<file path="src/logic/srw_cfg.svh">
`ifndef SRW_CFG_SVH
`define SRW_CFG_SVH
// Summary of operation
// - Constant kick level past timeout asserts reset.
// - Reset or any kick edge clears watchdog.
// - First kick allowed 54 s after startup.
// - Floating kick input disables the watchdog.
// - Channel fail low while undervoltage, immediate release.
// - Manual reset low holds system reset low.
// - Reset held one timeout after manual release.
// - External timing: timeout scales with capacitance.
// - Supply-tied select uses internal 140 ms timeout.
// - Margin low forces every output inactive high.
// - Reset while any fault, release one timeout later.

// -----------------------------------------------------------------
// Timing figures, in their own units, and derived cycle counts.
// -----------------------------------------------------------------
`define SRW_CLK_HZ           100000000
`define SRW_WD_TIMEOUT_MS    1600
`define SRW_WD_STARTUP_S     54
`define SRW_RST_INT_MS       140
`define SRW_RC_NUM           206
`define SRW_RC_DEN           100
`define SRW_WD_TIMEOUT_CYC   ((`SRW_CLK_HZ / 1000) * `SRW_WD_TIMEOUT_MS)
`define SRW_WD_STARTUP_CYC   (64'd`SRW_CLK_HZ * `SRW_WD_STARTUP_S)
`define SRW_RST_INT_CYC      ((`SRW_CLK_HZ / 1000) * `SRW_RST_INT_MS)
`define SRW_CNT_W            33
`endif

</file>
<file path="src/logic/srw_pkg.sv">
package srw_pkg;
   // Watchdog phases.
   typedef enum logic [1:0] {SRW_WD_OFF, SRW_WD_START, SRW_WD_RUN} srw_wd_state_t;
   // Reset output phases.
   typedef enum logic [1:0] {SRW_RS_HOLD, SRW_RS_STRETCH, SRW_RS_IDLE} srw_rs_state_t;
endpackage : srw_pkg

</file>
<file path="src/logic/srw_link_if.sv">
`timescale 1ns/1ps
interface srw_link_if #(parameter int NCH = 4);
   logic [NCH-1:0] chan_fail_n;
   logic           sys_reset_n;
   logic           watchdog_kick;
   logic           kick_float;
   logic           manual_reset_n;
   logic           margin_n;

   modport device (output chan_fail_n, output sys_reset_n,
                   input watchdog_kick, input kick_float, input manual_reset_n, input margin_n);
   modport host   (input chan_fail_n, input sys_reset_n,
                   output watchdog_kick, output kick_float, output manual_reset_n, output margin_n);
endinterface : srw_link_if

</file>
<file path="src/logic/srw_device.sv">
`timescale 1ns/1ps
`include "srw_cfg.svh"
module srw_device
   import srw_pkg::*;
#(
   parameter int          NCH          = 4,
   parameter logic [32:0] WD_TIMEOUT   = 33'(`SRW_WD_TIMEOUT_CYC),
   parameter logic [32:0] WD_STARTUP   = 33'(`SRW_WD_STARTUP_CYC),
   parameter logic [32:0] RST_INTERNAL = 33'(`SRW_RST_INT_CYC)
)
(
   // Clock and reset.
   input  wire logic              clk_sys,
   input  wire logic              sys_rst,
   // Link to the host.
   srw_link_if.device             lnk,
   // Analog front end and straps.
   input  wire logic [NCH-1:0]    undervolt,
   input  wire logic              timeout_select,
   input  wire logic [32:0]       ext_timeout_cyc
);
   // Refuse sizes that the counters and the synchroniser vector cannot serve.
   if (NCH < 1 || WD_TIMEOUT < 2 || WD_STARTUP < 2 || RST_INTERNAL < 2)
   begin : g_bad_param
      $error("srw_device: bad parameters");
   end

   // -----------------------------------------------------------------
   // Input synchronisers.
   // -----------------------------------------------------------------
   logic [NCH+3:0] s1_r;
   logic [NCH+3:0] s2_r;
   logic [NCH+3:0] raw;
   assign raw = {undervolt, lnk.kick_float, lnk.margin_n, lnk.manual_reset_n, lnk.watchdog_kick};

   // Two stages before any logic reads a pin; the first stage is read only by the second.
   always_ff @(posedge clk_sys)
   begin
      if (sys_rst)
      begin
         s1_r <= {{NCH{1'b0}}, 4'b0110};
         s2_r <= {{NCH{1'b0}}, 4'b0110};
      end
      else
      begin
         s1_r <= raw;
         s2_r <= s1_r;
      end
   end

   logic           kick_s;
   logic           mr_n_s;
   logic           margin_n_s;
   logic           float_s;
   logic [NCH-1:0] uv_s;
   assign kick_s     = s2_r[0];
   assign mr_n_s     = s2_r[1];
   assign margin_n_s = s2_r[2];
   assign float_s    = s2_r[3];
   assign uv_s       = s2_r[NCH+3:4];

   // The timeout strap is a pin as well; it gets its own two stages and powers up as internal timing.
   logic sel_s1_r;
   logic sel_s2_r;
   always_ff @(posedge clk_sys)
   begin
      if (sys_rst)
      begin
         sel_s1_r <= 1'b1;
         sel_s2_r <= 1'b1;
      end
      else
      begin
         sel_s1_r <= timeout_select;
         sel_s2_r <= sel_s1_r;
      end
   end

   // -----------------------------------------------------------------
   // Watchdog.
   // -----------------------------------------------------------------
   logic          kick_d_r;
   logic [32:0]   wd_cnt_r;
   srw_wd_state_t wd_st_r;
   logic          wd_fire_r;
   logic          rst_n_r;
   logic          kick_edge;
   assign kick_edge = kick_s ^ kick_d_r;

   // Counter restarts on every edge and during reset; a float disables it outright.
   always_ff @(posedge clk_sys)
   begin
      if (sys_rst)
      begin
         kick_d_r  <= 1'b0;
         wd_cnt_r  <= 33'h0_0000_0000;
         wd_st_r   <= SRW_WD_START;
         wd_fire_r <= 1'b0;
      end
      else
      begin
         kick_d_r  <= kick_s;
         wd_fire_r <= 1'b0;
         if (float_s)
         begin
            wd_st_r  <= SRW_WD_OFF;
            wd_cnt_r <= 33'h0_0000_0000;
         end
         else if (!rst_n_r)
         begin
            wd_st_r  <= SRW_WD_START;
            wd_cnt_r <= 33'h0_0000_0000;
         end
         else if (kick_edge)
         begin
            wd_st_r  <= SRW_WD_RUN;
            wd_cnt_r <= 33'h0_0000_0000;
         end
         else
         begin
            case (wd_st_r)
               SRW_WD_OFF:
               begin
                  wd_st_r <= SRW_WD_START;
               end
               SRW_WD_START:
               begin
                  if (wd_cnt_r >= WD_STARTUP - 33'h0_0000_0001)
                     wd_fire_r <= 1'b1;
                  else
                     wd_cnt_r <= wd_cnt_r + 33'h0_0000_0001;
               end
               default:
               begin
                  if (wd_cnt_r >= WD_TIMEOUT - 33'h0_0000_0001)
                     wd_fire_r <= 1'b1;
                  else
                     wd_cnt_r <= wd_cnt_r + 33'h0_0000_0001;
               end
            endcase
         end
      end
   end

   // -----------------------------------------------------------------
   // Reset generator.
   // -----------------------------------------------------------------
   srw_rs_state_t rs_st_r;
   logic [32:0]   rs_cnt_r;
   logic [32:0]   rs_len;
   logic          fault;
   // The capacitor figure is reduced to a cycle count by the caller, so only the count lives here.
   assign rs_len = sel_s2_r ? RST_INTERNAL : ext_timeout_cyc;
   assign fault  = (|uv_s) || !mr_n_s;

   // Fault holds the reset; release starts one full timeout. A watchdog bite restarts it too.
   always_ff @(posedge clk_sys)
   begin
      if (sys_rst)
      begin
         rs_st_r  <= SRW_RS_HOLD;
         rs_cnt_r <= 33'h0_0000_0000;
      end
      else
      begin
         case (rs_st_r)
            SRW_RS_HOLD:
            begin
               rs_cnt_r <= 33'h0_0000_0000;
               if (!fault)
                  rs_st_r <= SRW_RS_STRETCH;
            end
            SRW_RS_STRETCH:
            begin
               if (fault)
                  rs_st_r <= SRW_RS_HOLD;
               else if (rs_cnt_r + 33'h0_0000_0001 >= rs_len)
                  rs_st_r <= SRW_RS_IDLE;
               else
                  rs_cnt_r <= rs_cnt_r + 33'h0_0000_0001;
            end
            default:
            begin
               rs_cnt_r <= 33'h0_0000_0000;
               if (fault)
                  rs_st_r <= SRW_RS_HOLD;
               else if (wd_fire_r)
                  rs_st_r <= SRW_RS_STRETCH;
            end
         endcase
      end
   end

   // -----------------------------------------------------------------
   // Output stage.
   // -----------------------------------------------------------------
   logic [NCH-1:0] fail_n_r;

   // Margin overrides everything; otherwise each fail pin follows its flag directly.
   always_ff @(posedge clk_sys)
   begin
      if (sys_rst)
      begin
         fail_n_r  <= {NCH{1'b1}};
         rst_n_r   <= 1'b0;
      end
      else if (!margin_n_s)
      begin
         fail_n_r  <= {NCH{1'b1}};
         rst_n_r   <= 1'b1;
      end
      else
      begin
         fail_n_r  <= ~uv_s;
         rst_n_r   <= (rs_st_r == SRW_RS_IDLE);
      end
   end

   assign lnk.chan_fail_n = fail_n_r;
   assign lnk.sys_reset_n = rst_n_r;
endmodule : srw_device

</file>
<file path="src/flat_wrapper.sv">
// flat-port wrapper written by rule: the top's interface ports become plain ports
module srw_device_flat import srw_pkg::*;
#(
   parameter int          NCH          = 4,
   parameter logic [32:0] WD_TIMEOUT   = 33'(`SRW_WD_TIMEOUT_CYC),
   parameter logic [32:0] WD_STARTUP   = 33'(`SRW_WD_STARTUP_CYC),
   parameter logic [32:0] RST_INTERNAL = 33'(`SRW_RST_INT_CYC)
)
  (clk_sys, sys_rst, undervolt, timeout_select, ext_timeout_cyc, lnk_chan_fail_n, lnk_sys_reset_n, lnk_watchdog_kick, lnk_kick_float, lnk_manual_reset_n, lnk_margin_n);
  srw_link_if #(.NCH(NCH)) lnk_i ();
  input  wire logic clk_sys;
  input  wire logic sys_rst;
  input  wire logic [NCH-1:0] undervolt;
  input  wire logic timeout_select;
  input  wire logic [32:0] ext_timeout_cyc;
  output wire logic [$bits(lnk_i.chan_fail_n)-1:0] lnk_chan_fail_n;
  output wire logic [$bits(lnk_i.sys_reset_n)-1:0] lnk_sys_reset_n;
  input wire logic [$bits(lnk_i.watchdog_kick)-1:0] lnk_watchdog_kick;
  input wire logic [$bits(lnk_i.kick_float)-1:0] lnk_kick_float;
  input wire logic [$bits(lnk_i.manual_reset_n)-1:0] lnk_manual_reset_n;
  input wire logic [$bits(lnk_i.margin_n)-1:0] lnk_margin_n;
  assign lnk_chan_fail_n = lnk_i.chan_fail_n;
  assign lnk_sys_reset_n = lnk_i.sys_reset_n;
  assign lnk_i.watchdog_kick = lnk_watchdog_kick;
  assign lnk_i.kick_float = lnk_kick_float;
  assign lnk_i.manual_reset_n = lnk_manual_reset_n;
  assign lnk_i.margin_n = lnk_margin_n;
  srw_device #(.NCH(NCH), .WD_TIMEOUT(WD_TIMEOUT), .WD_STARTUP(WD_STARTUP), .RST_INTERNAL(RST_INTERNAL)) u_core (.clk_sys(clk_sys), .sys_rst(sys_rst), .lnk(lnk_i), .undervolt(undervolt), .timeout_select(timeout_select), .ext_timeout_cyc(ext_timeout_cyc));
endmodule
</file>
<file path="config.mk">
export PLATFORM = sky130hd
export DESIGN_NAME = srw_device_flat
export DESIGN_NICKNAME = d
export VERILOG_FILES = /design/src/logic/srw_pkg.sv /design/src/logic/srw_link_if.sv /design/src/logic/srw_device.sv /design/src/flat_wrapper.sv
export VERILOG_INCLUDE_DIRS = /design/src /design/src/logic
export SDC_FILE = /design/constraint.sdc
export NUM_CORES = 1
export LEC_CHECK = 0
export BUFFER_PORTS_ARGS = -buffer_cell sky130_fd_sc_hd__buf_2
export CAP_MARGIN = 20
export CORE_MARGIN = 3
export CORE_UTILIZATION = 60
export DETAILED_ROUTE_END_ITERATION = 7
export MAX_ROUTING_LAYER = met4
export PLACE_DENSITY = 0.8
export SETUP_SLACK_MARGIN = 0.2
export SLEW_MARGIN = 10
export SYNTH_ARGS = -nofsm -noshare
export SYNTH_HDL_FRONTEND = slang
export SYNTH_SLANG_ARGS = --single-unit
</file>
<file path="constraint.sdc">
create_clock -name clk_sys -period 6 [get_ports clk_sys]
set_input_delay 0 -clock clk_sys [delete_from_list [all_inputs] [get_ports clk_sys]]
set_output_delay 0 -clock clk_sys [all_outputs]
set_load 0.005 [all_outputs]
</file>
After elaboration in Yosys (flattened, before gate mapping)
Cells that the tools add are included.
Word-level totals
  register bits after elaboration: 95
  memories kept: 0
  logic and storage cells: 66
  bits in writable memories: 0
  latch bits: 0
  output and inout bits: 5
  bits of input ports: 44
  bits in read-only memories: 0
Operators by class
  order comparisons: 3
  muxes and demuxes: 18
  div/mod/pow operators: 0
  $add $sub $neg: 2
  bitwise gates (word level): 8
  multiply operators: 0
  equal/unequal tests: 8
  reduce and logical (&&, ||, !) cells: 14
  shifts and indexed selects: 0
Operator list (number)
  33-bit two-way mux: 3
  33-bit by 1-bit adder with 33-bit output, second input constant: 2
  33-bit case mux with 2 select lines: 1
  33-bit by 28-bit >= comparator with 1-bit output, second input constant: 1
  33-bit >= comparator: 1
  33-bit >= comparator, second input constant: 1
  2-bit two-way mux: 7
  4-bit OR reduction: 2
  2-bit != test, second input constant: 3
  1-bit inverter: 6
  3-bit AND reduction: 2
  1-bit two-way mux: 5
  2-bit by 1-bit equality test with 1-bit output, second input constant: 2
  2-bit logical NOT: 2
  4-bit by 3-bit != test with 1-bit output, second input constant: 1
  4-bit inverter: 1
  2-bit case mux with 2 select lines: 1
  4-bit nonzero test: 1
  2-bit OR reduction: 2
  3-bit by 1-bit != test with 1-bit output, second input constant: 1
  3-bit OR reduction: 1
  2-bit equality test, second input constant: 1
  1-bit case mux with 2 select lines: 1
  2-bit AND reduction: 1
  other kinds (4): 4

Depth between registers and ports, before layout
  depth in word-level cells: 5
  mapped depth: 18
  mapped depth without buffers: 15

Least setup slack after synthesis
No wires, ideal clock.
  path type: register -> register
  start: register u_core.rs_cnt_r[0]
  end: register u_core.rs_cnt_r[31]
  setup time: 0.070 ns
  data arrival time: 3.718 ns
  cell stages (with the launch flop): 18
  buffers on the path: 2
  path slack: 2.211 ns
  required time: 5.930 ns
  clock period less this slack: 3.789 ns
  cells stage by stage: dfxtp_1 > ha_1 > nand3_1 > nor2_2 > nand3_1 > nor2_1 > nand3_1 > xnor2_1 > ha_1 > a21o_1 > a21o_1 > a221oi_1 > o211ai_1 > and3_1 > buf_2 > buf_2 > or4_1 > a21oi_1
Between the ends
  longest elaborated chain between the ends: 4
Ends and longest elaborated chain
  start, declared: line srw_device.sv:149  | logic [32:0] rs_cnt_r;
  start signal, assigned: line srw_device.sv:180  | rs_cnt_r <= rs_cnt_r + 33'h0_0000_0001;
  33-bit by 1-bit adder with 33-bit output (*): line srw_device.sv:177, srw_device.sv:180
  33-bit >= comparator: line srw_device.sv:177  | else if (rs_cnt_r + 33'h0_0000_0001 >= rs_len)
  1-bit inverter (no line)
  2-bit AND reduction (no line)
Mark *: on every way between the ends. The rest lies on a longest branch, timed or not.
A chain may end at the register's enable or synchronous reset.

Worst setup path after layout
  start: register u_core.rs_cnt_r[0]
  end: register u_core.rs_st_r[1]
Between the ends
  longest elaborated chain between the ends: 4
Ends and longest elaborated chain
  33-bit by 1-bit adder with 33-bit output: line srw_device.sv:177
  33-bit >= comparator: line srw_device.sv:177
  3-bit by 1-bit != test with 1-bit output (no line)
  3-bit AND reduction (no line)
  end signal, assigned: line srw_device.sv:176  | rs_st_r <= SRW_RS_HOLD;
  end signal, assigned: line srw_device.sv:178  | rs_st_r <= SRW_RS_IDLE;
  end signal, assigned: line srw_device.sv:186  | rs_st_r <= SRW_RS_HOLD;
  end, declared: line srw_device.sv:148  | srw_rs_state_t rs_st_r;
No other way between the ends.

==> flow_metrics.py <==
metrics = {
    "run_status": {
        "status": "finished, final reports clean",
    },
    "timing": {
        "setup_viol_count_final": 0,
        "finalSetupTns_ns": 0,
        "max_slew_margin_pct": 30.20,
        "setup_slack_ns": 1.341,
        "worstMarginPinSlew_ns": 1.047,
        "rsz0062_at_grt": "no",
        "min_period_ns": 4.659,
        "final_max_slew_viol_count": 0,
        "fin_crit_sh_pct": 77.65,
        "fmax_ghz": 0.2146,
        "fin_skew_ns": 0.02455,
        "finalHoldViolCount": 0,
    },
    "flow_run": {
        "max_cap_viol_count": 0,
    },
    "pwr": {
        "p_leak_nw": 2.309,
        "power.density_mw_per_mm2": 183.0,
        "peakVddDrop_mv": 0.1288,
    },
    "synth": {
        "synthAdderAreaFrac_pct": 7.545,
        "syn-num-nets": 774,
        "synth_top_family_by_area": "simple AND/OR/NAND/NOR gates",
        "syn_avg_cell_area_um2": 8.352,
        "yosysUniqueCellTypes": 61,
        "ys_seq_area_share_pct": 32.77,
        "ys_warn_count": 0,
        "yosys_most_used_dff": "dfxtp_1",
        "ys_ff_latch": 95,
        "synthMuxAreaShare_pct": 0.3449,
        "syn_area_mm2": 0.005804,
        "async_flop_share_pct": 0,
        "synth_compound_area_share_pct": 18.75,
        "synth_xor_area_share_pct": 4.980,
        "yosys.area_share.simple_pct": 31.34,
        "synth_edf_count": 0,
        "netlist_instances": 695,
    },
    "floorplan": {
        "initial_core_util_pct": 62.23,
        "die_x_um": 104.4,
        "num_io_pins": 49,
        "rows": 35,
        "fp.dieH_um": 104.4,
        "die_area_mm2": 0.01089,
        "core_area_mm2": 0.009328,
    },
    "route": {
        "wl_per_cell_um": 15.12,
        "drt-vias-per-instance": 6.237,
        "first_pass_iters": 7,
        "drc": 0,
        "wl_um": 12970,
        "detail-route-antenna-nets": 0,
        "vias": 5351,
        "first_iter_violations": 308,
    },
    "clocking": {
        "htree_levels": 3,
        "cts_sinks": 95,
        "numCtsBuffers": 9,
        "insertion_delay_ns": 0.39,
        "root_buffer": "clkbuf_8",
        "cts_tree": "built",
        "cts_resized": 0,
        "clock_path_buffers": 2,
        "clk_pin_slew_ns": 0.12,
    },
    "grt": {
        "grt_overflow_total": 0,
        "grt_max_degree": 67,
        "antenna_found_initial": 0,
        "grt_first_pass_wirelength_um": 22580,
        "grt_util_all_layers_pct": 24.90,
        "grt_pass1_vias": 5117,
    },
    "worst_setup_path": {
        "cp.arrival_ns": 4.97,
        "cp_max_fo": 66,
        "criticalPathCategory": "reg2reg",
        "reg2reg_slack_ns": 1.34,
        "required_ns": 6.31,
        "startpoint_type": "register",
        "cp-end-kind": "register",
        "worstRegToRegCells": 15,
    },
    "placement": {
        "port_buffers": 48,
        "dp_hpwl_um": 9077,
        "dp_worst_setup_slack_ns": 1.421,
        "gp_congestion": 0.9103,
    },
    "finish": {
        "syn_to_final_growth_pct": 9.032,
        "drive_gt1_share_pct": 12.48,
        "nNetsFinal": 803,
        "n_antenna_cell": 0,
        "fillers": 823,
    },
    "hold_path": {
        "min_path_type": "in2reg",
        "holdPathStages": 2,
    },
}
## logic make-up (layout without fill, tap and decap cells)
| group | count (synthesis) | after routing |
|---|---|---|
| buffers and inverters | 52 | 86 |
| adder cells (fa/ha/maj) | 35 | 35 |
| multiplexers | 2 | 2 |
| AND/OR/NAND/NOR | 305 | 305 |
| AO/OA/AOI/OAI | 173 | 173 |
| flip-flops | 95 | 95 |
| XOR/XNOR | 33 | 33 |
## worst paths after layout
path / from / endpoint
worst max register to register: u_core.rs_cnt_r[0] / u_core.rs_st_r[1]
worst min register to register: u_core.s2_r[7] / u_core.lnk.chan_fail_n[3]
worst min-delay path: sys_rst / u_core.s2_r[6]
worst max-delay path: u_core.rs_cnt_r[0] / u_core.rs_st_r[1]
## report_power, final
part	internal [W]	switching, W
clock	0.000171	0.000272
sequential	0.000638	0.00000533
combinational	0.0000303	0.0000411
total	0.000839	0.000319
## synth_stat cells, types with 3 or more instances
cell	n	share of area [%]
a21o_1	8	1.0
a21oi_1	68	5.9
and2_1	8	0.86
and3_1	7	0.75
and4_1	9	1.4
buf_2	9	0.78
buf_6	4	0.78
clkbuf_1	25	1.6
dfxtp_1	95	33
ha_1	35	7.5
inv_1	11	0.71
nand2_1	53	3.4
nand2b_1	23	2.5
nand3_1	22	1.9
nand4_1	22	2.4
nand4_2	5	1.1
nor2_1	34	2.2
nor2b_1	15	1.6
nor3_1	4	0.34
nor4_1	9	0.97
nor4b_1	3	0.45
o211ai_1	9	1.2
o21a_1	4	0.52
o21ai_0	12	1.0
o21ai_1	20	1.7
o31ai_1	31	4.0
o41ai_1	3	0.45
or2_1	5	0.54
or2_2	9	0.97
or3_1	25	2.7
or4_1	38	4.9
or4b_1	3	0.52
xnor2_1	23	3.5
xor2_1	10	1.5
## through the flow
| stage | instance area [um2] | hold slack, ns | utilization (%) | total power (W) | std cells |
|---|---|---|---|---|---|
| finish | 6329 | 0.02642 | 67.85 | 0.001158 | 858 |
| global route | 6329 | 0.04498 | 67.85 | 0.001209 | 858 |
| floorplan | 5804 | 0.1038 | - | 0.0007020 | 695 |
| global placement | 6016 | 0.1826 | 64.49 | 0.0007206 | 833 |
| detailed placement | 6016 | 0.1876 | 64.49 | 0.0007241 | 833 |
| CTS | 6329 | 0.01735 | 67.85 | 0.001167 | 858 |
## registers in the layout, summed over array words and instances, names as in the netlist, 2 cells and up
register                flops
u_core.lnk.chan_fail_n      4
u_core.rs_st_r              2
u_core.wd_cnt_r            33
u_core.s1_r                 8
u_core.s2_r                 8
u_core.wd_st_r              2
u_core.rs_cnt_r            33
## worst max-delay path: stages, from the launching register on
cell       delay, ns
dfxtp_1         0.44
ha_1            0.24
nand3_1         0.22
nor2_2          0.27
nand3_1         0.19
nor2_1          0.33
nand3_1         0.19
xnor2_1         0.17
ha_1            0.33
nand4_1         0.13
a2111oi_0       0.45
a221oi_1        0.16
o211ai_1        0.11
and3_2          0.91
o21bai_1        0.21
a21boi_0        0.21
## layout by cell type, fill, tap and decap left out, types with 4 or more instances in the layout
cell and count:
xor2_1 10, a21oi_1 68, nand4_2 5, nand3_1 22, or4_1 38, dlygate4sd3_1 9, inv_1 11, o31ai_1 31
or2_1 5, and4_1 9, nand2_1 53, clkinv_8 5, nor2b_1 15, nor2_1 34, o211ai_1 9, o21a_1 4
dfxtp_1 95, a21o_1 8, or3_1 25, xnor2_1 23, nor3_1 4, nand4_1 22, and2_1 8, buf_2 48
nor4_1 9, or2_2 9, clkbuf_8 9, o21ai_0 12, nand2b_1 23, ha_1 35, and3_1 6, o21ai_1 20
## routing by layer
metal / track usage (%) / routed length (um) / vias to the layer above
li1: - / - / 2666
met1: 29.67 / 5623 / 2547
met2: 42.67 / 6528 / 116
met3: 4.842 / 543 / 22
met4: 7.312 / 274 / 0
met5: - / 0 / -
## final cells by class
class	instances	area (um2)	share of cell area, %
clock buffers	9	123.9	1.957
clock inverters	7	98.84	1.562
inverters	11	41.29	0.6524
multi-input cells	548	3656	57.77
flip-flops and latches	95	1902	30.05
well taps	129	161.4	2.550
repair buffers	59	345.3	5.457
## repair_timing
item                                   4_1_cts  5_1_grt
hold buffers                                 9        0
setup buffers                                0        0
endpoints found under the hold margin        9        0
No activity file was read; power rests on OpenSTA's default activity.
